--- src/sre_pkg.sv ---
package sre_pkg;

  // --------------------------------------------------------------------------
  // register map and field layout
  // --------------------------------------------------------------------------
  localparam int         ADDR_W     = 8;
  localparam int         DATA_W     = 32;
  localparam logic [7:0] ADDR_CMD   = 8'h00;
  localparam logic [7:0] ADDR_DATA  = 8'h04;
  localparam logic [7:0] ADDR_FLAGS = 8'h08;
  localparam logic [7:0] ADDR_INFO  = 8'h0C;

  localparam int CMD_OP_LSB  = 0;
  localparam int CMD_OP_W    = 5;
  localparam int CMD_BIT_LSB = 8;
  localparam int BIT_SEL_W   = 3;
  localparam int INFO_CNT_LSB = 16;

  // status flag bit positions
  localparam int FLG_C = 0;
  localparam int FLG_Z = 1;
  localparam int FLG_N = 2;
  localparam int FLG_V = 3;
  localparam int FLG_S = 4;
  localparam int FLG_H = 5;
  localparam int FLG_T = 6;
  localparam int FLG_I = 7;

  localparam logic [7:0]  DATA_RST  = 8'h00;
  localparam logic [7:0]  FLAGS_RST = 8'h00;
  localparam logic [15:0] CNT_RST   = 16'h0000;
  localparam logic [7:0]  ZERO_BYTE = 8'h00;

  // --------------------------------------------------------------------------
  // instruction codes and bus carrier
  // --------------------------------------------------------------------------
  typedef enum logic [4:0] {
    OP_NOP, OP_LSR, OP_ROL, OP_ROR, OP_ASR, OP_BST, OP_BLD,
    OP_SEC, OP_CLC, OP_SEN, OP_CLN, OP_SES, OP_CLS, OP_SEV, OP_CLV,
    OP_SEH, OP_CLH, OP_SET, OP_CLT, OP_SLEEP, OP_WD_RESTART, OP_BREAK
  } sre_op_t;

  typedef struct packed {
    logic              psel;
    logic              penable;
    logic              pwrite;
    logic [ADDR_W-1:0] paddr;
    logic [DATA_W-1:0] pwdata;
  } sre_apb_req_t;

endpackage

--- src/sre_exec.sv ---
`timescale 1ns/10ps
module sre_exec (
  // clock, reset, enable
  input  wire logic                pclk,
  input  wire logic                presetn,
  input  wire logic                clk_en,
  // apb slave
  input  wire sre_pkg::sre_apb_req_t apb_req,
  output logic [31:0]              prdata,
  output logic                     pready,
  output logic                     pslverr,
  // core side requests, status flags and result data
  output logic                     sleep_req,
  output logic                     watchdog_restart_instr,
  output logic                     break_req,
  output logic [7:0]               status_flag_register,
  output logic [7:0]               result_data
);
  import sre_pkg::*;

  // --------------------------------------------------------------------------
  // state
  // --------------------------------------------------------------------------
  logic [7:0]           data_reg;
  logic [7:0]           flags_reg;
  logic [15:0]          cnt_reg;
  sre_op_t              last_op_reg;
  logic [31:0]          prdata_reg;
  logic                 pready_reg;
  logic                 pslverr_reg;
  logic                 sleep_reg;
  logic                 wd_restart_reg;
  logic                 brk_reg;

  logic                 access_first;
  logic                 addr_ok;
  logic                 wr_done;
  logic                 exec_go;
  sre_op_t              cmd_op;
  logic [BIT_SEL_W-1:0] cmd_bit;
  logic [7:0]           res_next;
  logic [7:0]           flg_next;
  logic                 shift_c;
  logic                 is_shift;

  // --------------------------------------------------------------------------
  // bus decode
  // --------------------------------------------------------------------------
  // one wait state lets read data come from a flop
  assign access_first = apb_req.psel & apb_req.penable & ~pready_reg;
  assign addr_ok      = (apb_req.paddr == ADDR_CMD) | (apb_req.paddr == ADDR_DATA) |
                        (apb_req.paddr == ADDR_FLAGS) | (apb_req.paddr == ADDR_INFO);
  assign wr_done      = clk_en & apb_req.psel & apb_req.penable & apb_req.pwrite &
                        pready_reg & ~pslverr_reg;
  assign exec_go      = wr_done & (apb_req.paddr == ADDR_CMD);
  assign cmd_op       = sre_op_t'(apb_req.pwdata[CMD_OP_LSB +: CMD_OP_W]);
  assign cmd_bit      = apb_req.pwdata[CMD_BIT_LSB +: BIT_SEL_W];

  // ready and error flops; pready drops after each completed transfer
  always_ff @(posedge pclk or negedge presetn) begin
    if (!presetn) begin
      pready_reg  <= 1'b0;
      pslverr_reg <= 1'b0;
    end else if (clk_en) begin
      pready_reg  <= access_first;
      pslverr_reg <= access_first & ~addr_ok;
    end
  end

  // read data captured in the wait state
  always_ff @(posedge pclk or negedge presetn) begin
    if (!presetn) begin
      prdata_reg <= 32'h0000_0000;
    end else if (clk_en && access_first) begin
      prdata_reg <= 32'h0000_0000;
      if (!apb_req.pwrite) begin
        case (apb_req.paddr)
          ADDR_CMD:   prdata_reg <= {27'h0, last_op_reg};
          ADDR_DATA:  prdata_reg <= {24'h000000, data_reg};
          ADDR_FLAGS: prdata_reg <= {24'h000000, flags_reg};
          ADDR_INFO:  prdata_reg <= {cnt_reg, 16'h0000};
          default:    prdata_reg <= 32'h0000_0000;
        endcase
      end
    end
  end

  // --------------------------------------------------------------------------
  // execution datapath
  // --------------------------------------------------------------------------
  // every instruction resolves in the single edge that accepts the command write
  always_comb begin
    res_next = data_reg;
    flg_next = flags_reg;
    shift_c  = 1'b0;
    is_shift = 1'b0;
    case (cmd_op)
      OP_LSR: begin
        res_next = {1'b0, data_reg[7:1]};
        shift_c  = data_reg[0];
        is_shift = 1'b1;
      end
      OP_ROL: begin
        res_next = {data_reg[6:0], flags_reg[FLG_C]};
        shift_c  = data_reg[7];
        is_shift = 1'b1;
      end
      OP_ROR: begin
        res_next = {flags_reg[FLG_C], data_reg[7:1]};
        shift_c  = data_reg[0];
        is_shift = 1'b1;
      end
      OP_ASR: begin
        res_next = {data_reg[7], data_reg[7:1]};
        shift_c  = data_reg[0];
        is_shift = 1'b1;
      end
      OP_BST:  flg_next[FLG_T] = data_reg[cmd_bit];
      OP_BLD:  res_next[cmd_bit] = flags_reg[FLG_T];
      OP_SEC:  flg_next[FLG_C] = 1'b1;
      OP_CLC:  flg_next[FLG_C] = 1'b0;
      OP_SEN:  flg_next[FLG_N] = 1'b1;
      OP_CLN:  flg_next[FLG_N] = 1'b0;
      OP_SES:  flg_next[FLG_S] = 1'b1;
      OP_CLS:  flg_next[FLG_S] = 1'b0;
      OP_SEV:  flg_next[FLG_V] = 1'b1;
      OP_CLV:  flg_next[FLG_V] = 1'b0;
      OP_SEH:  flg_next[FLG_H] = 1'b1;
      OP_CLH:  flg_next[FLG_H] = 1'b0;
      OP_SET:  flg_next[FLG_T] = 1'b1;
      OP_CLT:  flg_next[FLG_T] = 1'b0;
      // sleep, restart and break leave data and flags as they are
      default: ;
    endcase
    // shared flag logic for the four shift and rotate forms
    if (is_shift) begin
      flg_next[FLG_C] = shift_c;
      flg_next[FLG_Z] = (res_next == ZERO_BYTE);
      flg_next[FLG_N] = res_next[7];
      flg_next[FLG_V] = res_next[7] ^ shift_c;
    end
  end

  // data register: command result wins over a direct write, which cannot coincide
  always_ff @(posedge pclk or negedge presetn) begin
    if (!presetn) begin
      data_reg <= DATA_RST;
    end else if (exec_go) begin
      data_reg <= res_next;
    end else if (wr_done && apb_req.paddr == ADDR_DATA) begin
      data_reg <= apb_req.pwdata[7:0];
    end
  end

  // status flags, software may also load them directly
  always_ff @(posedge pclk or negedge presetn) begin
    if (!presetn) begin
      flags_reg <= FLAGS_RST;
    end else if (exec_go) begin
      flags_reg <= flg_next;
    end else if (wr_done && apb_req.paddr == ADDR_FLAGS) begin
      flags_reg <= apb_req.pwdata[7:0];
    end
  end

  // instruction bookkeeping visible to software
  always_ff @(posedge pclk or negedge presetn) begin
    if (!presetn) begin
      last_op_reg <= OP_NOP;
      cnt_reg     <= CNT_RST;
    end else if (exec_go) begin
      last_op_reg <= cmd_op;
      cnt_reg     <= cnt_reg + 16'h0001;
    end
  end

  // one-cycle requests to sleep control, watchdog and debug system
  always_ff @(posedge pclk or negedge presetn) begin
    if (!presetn) begin
      sleep_reg      <= 1'b0;
      wd_restart_reg <= 1'b0;
      brk_reg        <= 1'b0;
    end else if (clk_en) begin
      sleep_reg      <= exec_go & (cmd_op == OP_SLEEP);
      wd_restart_reg <= exec_go & (cmd_op == OP_WD_RESTART);
      brk_reg        <= exec_go & (cmd_op == OP_BREAK);
    end
  end

  // --------------------------------------------------------------------------
  // outputs
  // --------------------------------------------------------------------------
  assign prdata                 = prdata_reg;
  assign pready                 = pready_reg;
  assign pslverr                = pslverr_reg;
  assign sleep_req              = sleep_reg;
  assign watchdog_restart_instr = wd_restart_reg;
  assign break_req              = brk_reg;
  assign status_flag_register   = flags_reg;
  assign result_data            = data_reg;
endmodule

--- config.mk ---
export PLATFORM = sky130hd
export DESIGN_NAME = sre_exec
export DESIGN_NICKNAME = d
export VERILOG_FILES = /design/src/sre_pkg.sv /design/src/sre_exec.sv
export SDC_FILE = /design/constraint.sdc
export NUM_CORES = 1
export LEC_CHECK = 0
export ABC_AREA = 1
export BUFFER_PORTS_ARGS = -buffer_cell sky130_fd_sc_hd__buf_4
export CAP_MARGIN = 5
export CORE_ASPECT_RATIO = 0.8
export CORE_MARGIN = 4
export CORE_UTILIZATION = 54
export CTS_BUF_LIST = sky130_fd_sc_hd__clkbuf_4
export DETAILED_ROUTE_END_ITERATION = 8
export GPL_ROUTABILITY_DRIVEN = 0
export PLACE_DENSITY_LB_ADDON = 0.15
export SLEW_MARGIN = 20
export SYNTH_ARGS = -nofsm -noshare
export SYNTH_HDL_FRONTEND = slang
export SYNTH_SLANG_ARGS = --single-unit
--- constraint.sdc ---
create_clock -name pclk -period 1.75 [get_ports pclk]
set_clock_uncertainty 0.15 [all_clocks]
set_input_delay 0.2625 -clock pclk [delete_from_list [all_inputs] [get_ports pclk]]
set_output_delay 0.2625 -clock pclk [all_outputs]
set_load 0.05 [all_outputs]
== After elaboration in Yosys (flattened, before gate mapping) ==
Cells that the tools add are included.

* Order comparisons: 2
* $add $sub $neg: 1
* Bitwise logic cells: 20
* Equal/unequal tests: 31
* Mux-type cells: 21
* Reduce and logical (&&, ||, !) cells: 18

{| class="wikitable"
|+ Operator list
! operator !! number
|-
| 32-bit case mux with 4 select lines || 1
|-
| 5-bit by 4-bit equality test with 1-bit output (second input constant) || 8
|-
| 8-bit case mux with 5 select lines || 1
|-
| 32-bit 2-to-1 mux || 1
|-
| 5-bit equality test (second input constant) || 6
|-
| 5-bit by 3-bit equality test with 1-bit output (second input constant) || 4
|-
| 16-bit by 1-bit adder with 16-bit output (second input constant) || 1
|-
| 8-bit by 4-bit equality test with 1-bit output (second input constant) || 2
|-
| 8-bit zero test || 2
|-
| 8-bit 2-to-1 mux || 2
|-
| 4-bit by 1-bit != test with 1-bit output (second input constant) || 4
|-
| 2-bit AND reduction || 8
|-
| 7-bit 2-to-1 mux || 2
|-
| 1-bit AND || 12
|-
| 1-bit case mux with 2 select lines || 6
|-
| 5-bit by 2-bit equality test with 1-bit output (second input constant) || 2
|-
| 8-bit bitwise mux || 1
|-
| 8-bit by 3-bit equality test with 1-bit output (second input constant) || 1
|-
| 3-bit by 1-bit != test with 1-bit output (second input constant) || 2
|-
| 5-bit by 1-bit equality test with 1-bit output (second input constant) || 1
|-
| 1-bit logical AND || 4
|-
| 3-bit by 4-bit less-than comparator with 1-bit output (second input constant) || 1
|-
| 4-bit 2-to-1 mux || 1
|-
| 1-bit inverter || 4
|-
| other kinds (11) || 16
|}

* Input port bits: 46
* Flip-flop bits (word level): 74
* Output and inout bits: 53
* Logic and storage cells: 110

== Longest topological paths before layout ==
* Word-level depth: 9
* Mapped depth: 12

== Worst setup path before layout ==
No wires, ideal clock.

* Path type: flip-flop to flip-flop
* From: register pready_reg, in the netlist pready
* To: register cnt_reg[15]
* Data arrival time: 1.609 ns
* Cell stages (with the launch flop): 8
* Path slack: -0.132 ns
* Setup time: 0.123 ns
* Clock period less this slack: 1.882 ns
* Cells stage by stage: dfrtp_1 -> nand4_2 -> nor2_4 -> buf_4 -> nand3_1 -> nor2_2 -> nand3_1 -> xor2_1

* Cells in the longest elaborated chain, start to end: 3

{| class="wikitable"
|+ Ends and longest elaborated chain
! item !! line !! text
|-
| start, declared || sre_exec.sv:29 || <nowiki>logic pready_reg;</nowiki>
|-
| start signal, assigned || sre_exec.sv:65 || <nowiki>pready_reg <= access_first;</nowiki>
|-
| 1-bit AND || sre_exec.sv:53 || <nowiki>assign wr_done = clk_en & apb_req.psel & apb_req.penable & apb_req.pwrite &</nowiki>
|-
| 1-bit AND || sre_exec.sv:54 || <nowiki>pready_reg & ~pslverr_reg;</nowiki>
|-
| 1-bit AND || sre_exec.sv:55 || <nowiki>assign exec_go = wr_done & (apb_req.paddr == ADDR_CMD);</nowiki>
|-
| end signal, assigned || sre_exec.sv:173 || <nowiki>cnt_reg <= cnt_reg + 16'h0001;</nowiki>
|-
| end, declared || sre_exec.sv:26 || <nowiki>logic [15:0] cnt_reg;</nowiki>
|}

Every way passes these cells.
A chain may end at the register's enable or synchronous reset.

== Worst setup path in the final report ==
* From: register pslverr_reg, in the netlist pslverr
* To: register flags_reg[0], in the netlist status_flag_register[0]

* Cells in the longest elaborated chain, start to end: 5

{| class="wikitable"
|+ Ends and longest elaborated chain
! item !! line !! text
|-
| start, declared || sre_exec.sv:30 || <nowiki>logic pslverr_reg;</nowiki>
|-
| start signal, assigned || sre_exec.sv:66 || <nowiki>pslverr_reg <= access_first & ~addr_ok;</nowiki>
|-
| 1-bit inverter * || sre_exec.sv:54 ||
|-
| 1-bit AND * || sre_exec.sv:54 ||
|-
| 1-bit AND / 1-bit logical AND (equally long branches) || sre_exec.sv:55, sre_exec.sv:161 ||
|-
| 4-bit by 1-bit != test with 1-bit output (no line) / 2-bit nonzero test (equally long branches) || - ||
|-
| 2-bit AND reduction (no line) || - ||
|-
| end signal, assigned || sre_exec.sv:160 || <nowiki>flags_reg <= flg_next;</nowiki>
|-
| end signal, assigned || sre_exec.sv:162 || <nowiki>flags_reg <= apb_req.pwdata[7:0];</nowiki>
|-
| end, declared || sre_exec.sv:25 || <nowiki>logic [7:0] flags_reg;</nowiki>
|}

Mark *: on every way between the ends. The rest lies on a longest branch, timed or not.

==> flow_summary.yaml <==
outcome:
  status: "finished with violations"
  violations: "setup timing"
job:
  drv_cap: 0
synthesis:
  ys_seq_area_frac: 0.433
  netlist_area_sq_um: 3810
  synth_warnings: 0
  yosys.area_share.simple: 0.303
  ys_seq_elements: 66
  synth_top_cell_by_area: "dfrtp_1"
  synth_compound_area_frac: 0.129
  syn_avg_cell_area_sq_um: 7.67
  synth_area_leaders: "dfrtp_1 43%, nand2_1 11%, o21ai_0 5.8%"
  netlist_instances: 497
  synth_top_family_by_area: "simple AND/OR/NAND/NOR gates"
  muxShareOfSynthArea: 0.00295
  synthXorXnorAreaFrac: 0.0345
  yosysUniqueCellTypes: 39
  yosys.area.top_type_share: 0.433
  synth_fa_ha_area_frac: 0.00328
pwr:
  cellPowerDensity_nw_per_um2: 595
  switchingPower_w: 0.000846
  fin_total_pwr_w: 0.00309
  comb_power_share: 0.127
  swShare: 0.273
  seqPwrFrac: 0.497
  peakVddDrop_mv: 0.517
  leakagePower_nw: 2.72
  clockPowerShare: 0.376
  p_int_w: 0.00225
layout:
  largest_reg_flops: 24
  drive_gt1_frac: 0.320
  mostFrequentLayoutCell: "buf_4"
  fillers: 504
  layout_common_cells: "135 x buf_4, 111 x nand2_1, 64 x dfrtp_1"
  register_area_sq_um: 1650
  area_growth_pct: 36.5
  nets: 686
  stdcell_count: 731
  diodes: 0
  post-route-util: 0.759
  multi_input_area_sq_um: 1910
hold_path:
  hold_path.class: "in -> reg"
  hp-start: "apb_req[5]"
  whs_endpoint: "result_data[5]"
  min_path_cells: 3
cts:
  cts_sinks: 66
  worstSkewPairLatency_ns: 0.43
  clockBufferDepth: 2
  clkTransAtPathRegs_ns: 0.12
  cts_max_level: 3
  cts_tree: "done"
  numCtsBuffers: 9
  clock-root-buffer: "clkbuf_4"
global_route:
  grt_pass1_wl_um: 18000
  grt_overflow: 0
  antenna_found_initial: 0
  grt_usage: 0.272
  grt_start_max_net_pins: 30
  grt_pass1_vias: 3637
setup_path:
  crit_type: "reg -> reg"
  reg2reg_depth: 8
  r2r-start: "pslverr"
  crit_path_end_kind: "register"
  start_kind: "register"
  cp.required_ns: 1.95
  rrSetupSlack_ns: -0.03
  r2r_end: "status_flag_register[0]"
  crit_arrival_ns: 1.98
  crit_fanout: 8
drt:
  wl_per_cell_um: 16.0
  avgViaCountPerCell: 5.53
  wl_um: 11700
  drc_errors: 0
  first_iter_violations: 406
  dr.pass1.iters: 6
  antenna_left: 0
  dr_total_vias: 4042
place:
  io_buffers: 69
  post-place-cells: 701
  dp_hpwl_um: 8490
sta:
  hold_violations: 0
  finalCriticalPeriod_ns: 1.78
  setup_viol: 7
  finalMaxSlewViolations: 0
  max_freq_mhz: 563
  fin_crit_sh: 1.01
  setup_ws_ns: -0.0261
  rsz0062_at_grt: "yes"
floorplanning:
  die_h_um: 83.1
  core_area_sq_um: 6860
  die_x_um: 102
  start_util: 0.556
  fp.dieArea_sq_um: 8470
  std_cell_rows: 27
  num_io_pins: 99
[layer usage]
metal  up-vias  global-route usage  share of wire
li1       1906                   -              -
met1      1867               0.401           0.43
met2       231               0.389           0.44
met3        38              0.0739           0.11
met4         0              0.0822          0.027
met5         -                   0              0
[per-stage QoR]
step	TNS [ns]	hold slack, ns	cell area (sq um)	worst slack (ns)
2_1_floorplan	0	-0.183	3840	0.00917
3_3_place_gp	-2.67	0.0631	4830	-0.183
3_5_place_dp	-4.17	0.0705	4830	-0.228
4_1_cts	-0.000342	0.0127	5080	-0.000342
5_1_grt	-0.838	0.0275	5200	-0.0892
6_report	-0.0861	0.0300	5200	-0.0261
[synthesized netlist by cell type (all sizes together)]
cell type,count
o41ai,1
ha,1
o211ai,3
nand4,9
a22oi,6
a21oi,14
mux2,1
a221oi,3
o22ai,6
dfrtp,66
nor3,15
o31ai,2
inv,59
nor2,62
nand3,40
o21a,2
clkinv,1
conb,1
o21ai,46
nand3b,1
or2,3
a31oi,2
buf,16
nand2,118
clkbuf,4
xor2,15
[final cells by class]
cell class | instances | area share
flip-flops and latches | 66 | 0.318
well taps | 87 | 0.0209
clock buffers | 9 | 0.0130
clock inverters | 7 | 0.0180
repair buffers | 144 | 0.219
inverters | 60 | 0.0435
multi-input cells | 358 | 0.368
[worst max-delay path by stage]
stage / slack [ns] / cells past startpoint / startpoint / end
after floorplan: 0.009 / 8 / pslverr / cnt_reg[15]
after global placement: -0.18 / 10 / apb_req[33] / status_flag_register[5]
after detailed placement: -0.23 / 10 / apb_req[33] / status_flag_register[5]
after CTS: -0.0003 / 9 / pslverr / cnt_reg[14]
after global routing: -0.09 / 8 / pslverr / cnt_reg[13]
final: -0.03 / 8 / pslverr / status_flag_register[0]
[power groups by stage]
stage	clock, W	sequential, W	combinational [W]
4_1_cts	0.00119	0.00154	0.000379
3_5_place_dp	0	0.00157	0.000365
2_1_floorplan	0	0.00159	0.000171
5_1_grt	0.00126	0.00154	0.000425
3_3_place_gp	0	0.00157	0.000359
6_report	0.00116	0.00154	0.000392
[timing repair]
| item | CTS | global route |
|---|---|---|
| endpoints found under the hold margin | 69 | 0 |
| endpoints found under the setup margin | 15 | 24 |
| gates resized for setup | 7 | 21 |
| cloned | 0 | 0 |
| setup buffers | 3 | 8 |
| hold buffers | 3 | 0 |
| pin swaps | 4 | 10 |
[worst max-delay path, cell delays in order (launching register included)]
cell	delay, ns
dfrtp_2	0.44
inv_2	0.08
nand4_4	0.10
nor2_4	0.22
buf_12	0.15
o211ai_1	0.10
o21ai_1	0.23
nor2_1	0.08
a21oi_2	0.14
[cells by family (layout without fill, tap and decap cells)]
group,Yosys count,after routing
buffers and inverters,80,220
AO/OA/AOI/OAI,85,85
XOR/XNOR,15,15
AND/OR/NAND/NOR,248,248
multiplexers,1,1
flip-flops,66,66
adder cells (fa/ha/maj),1,1
other,1,8
No activity file was read; power rests on OpenSTA's default activity.
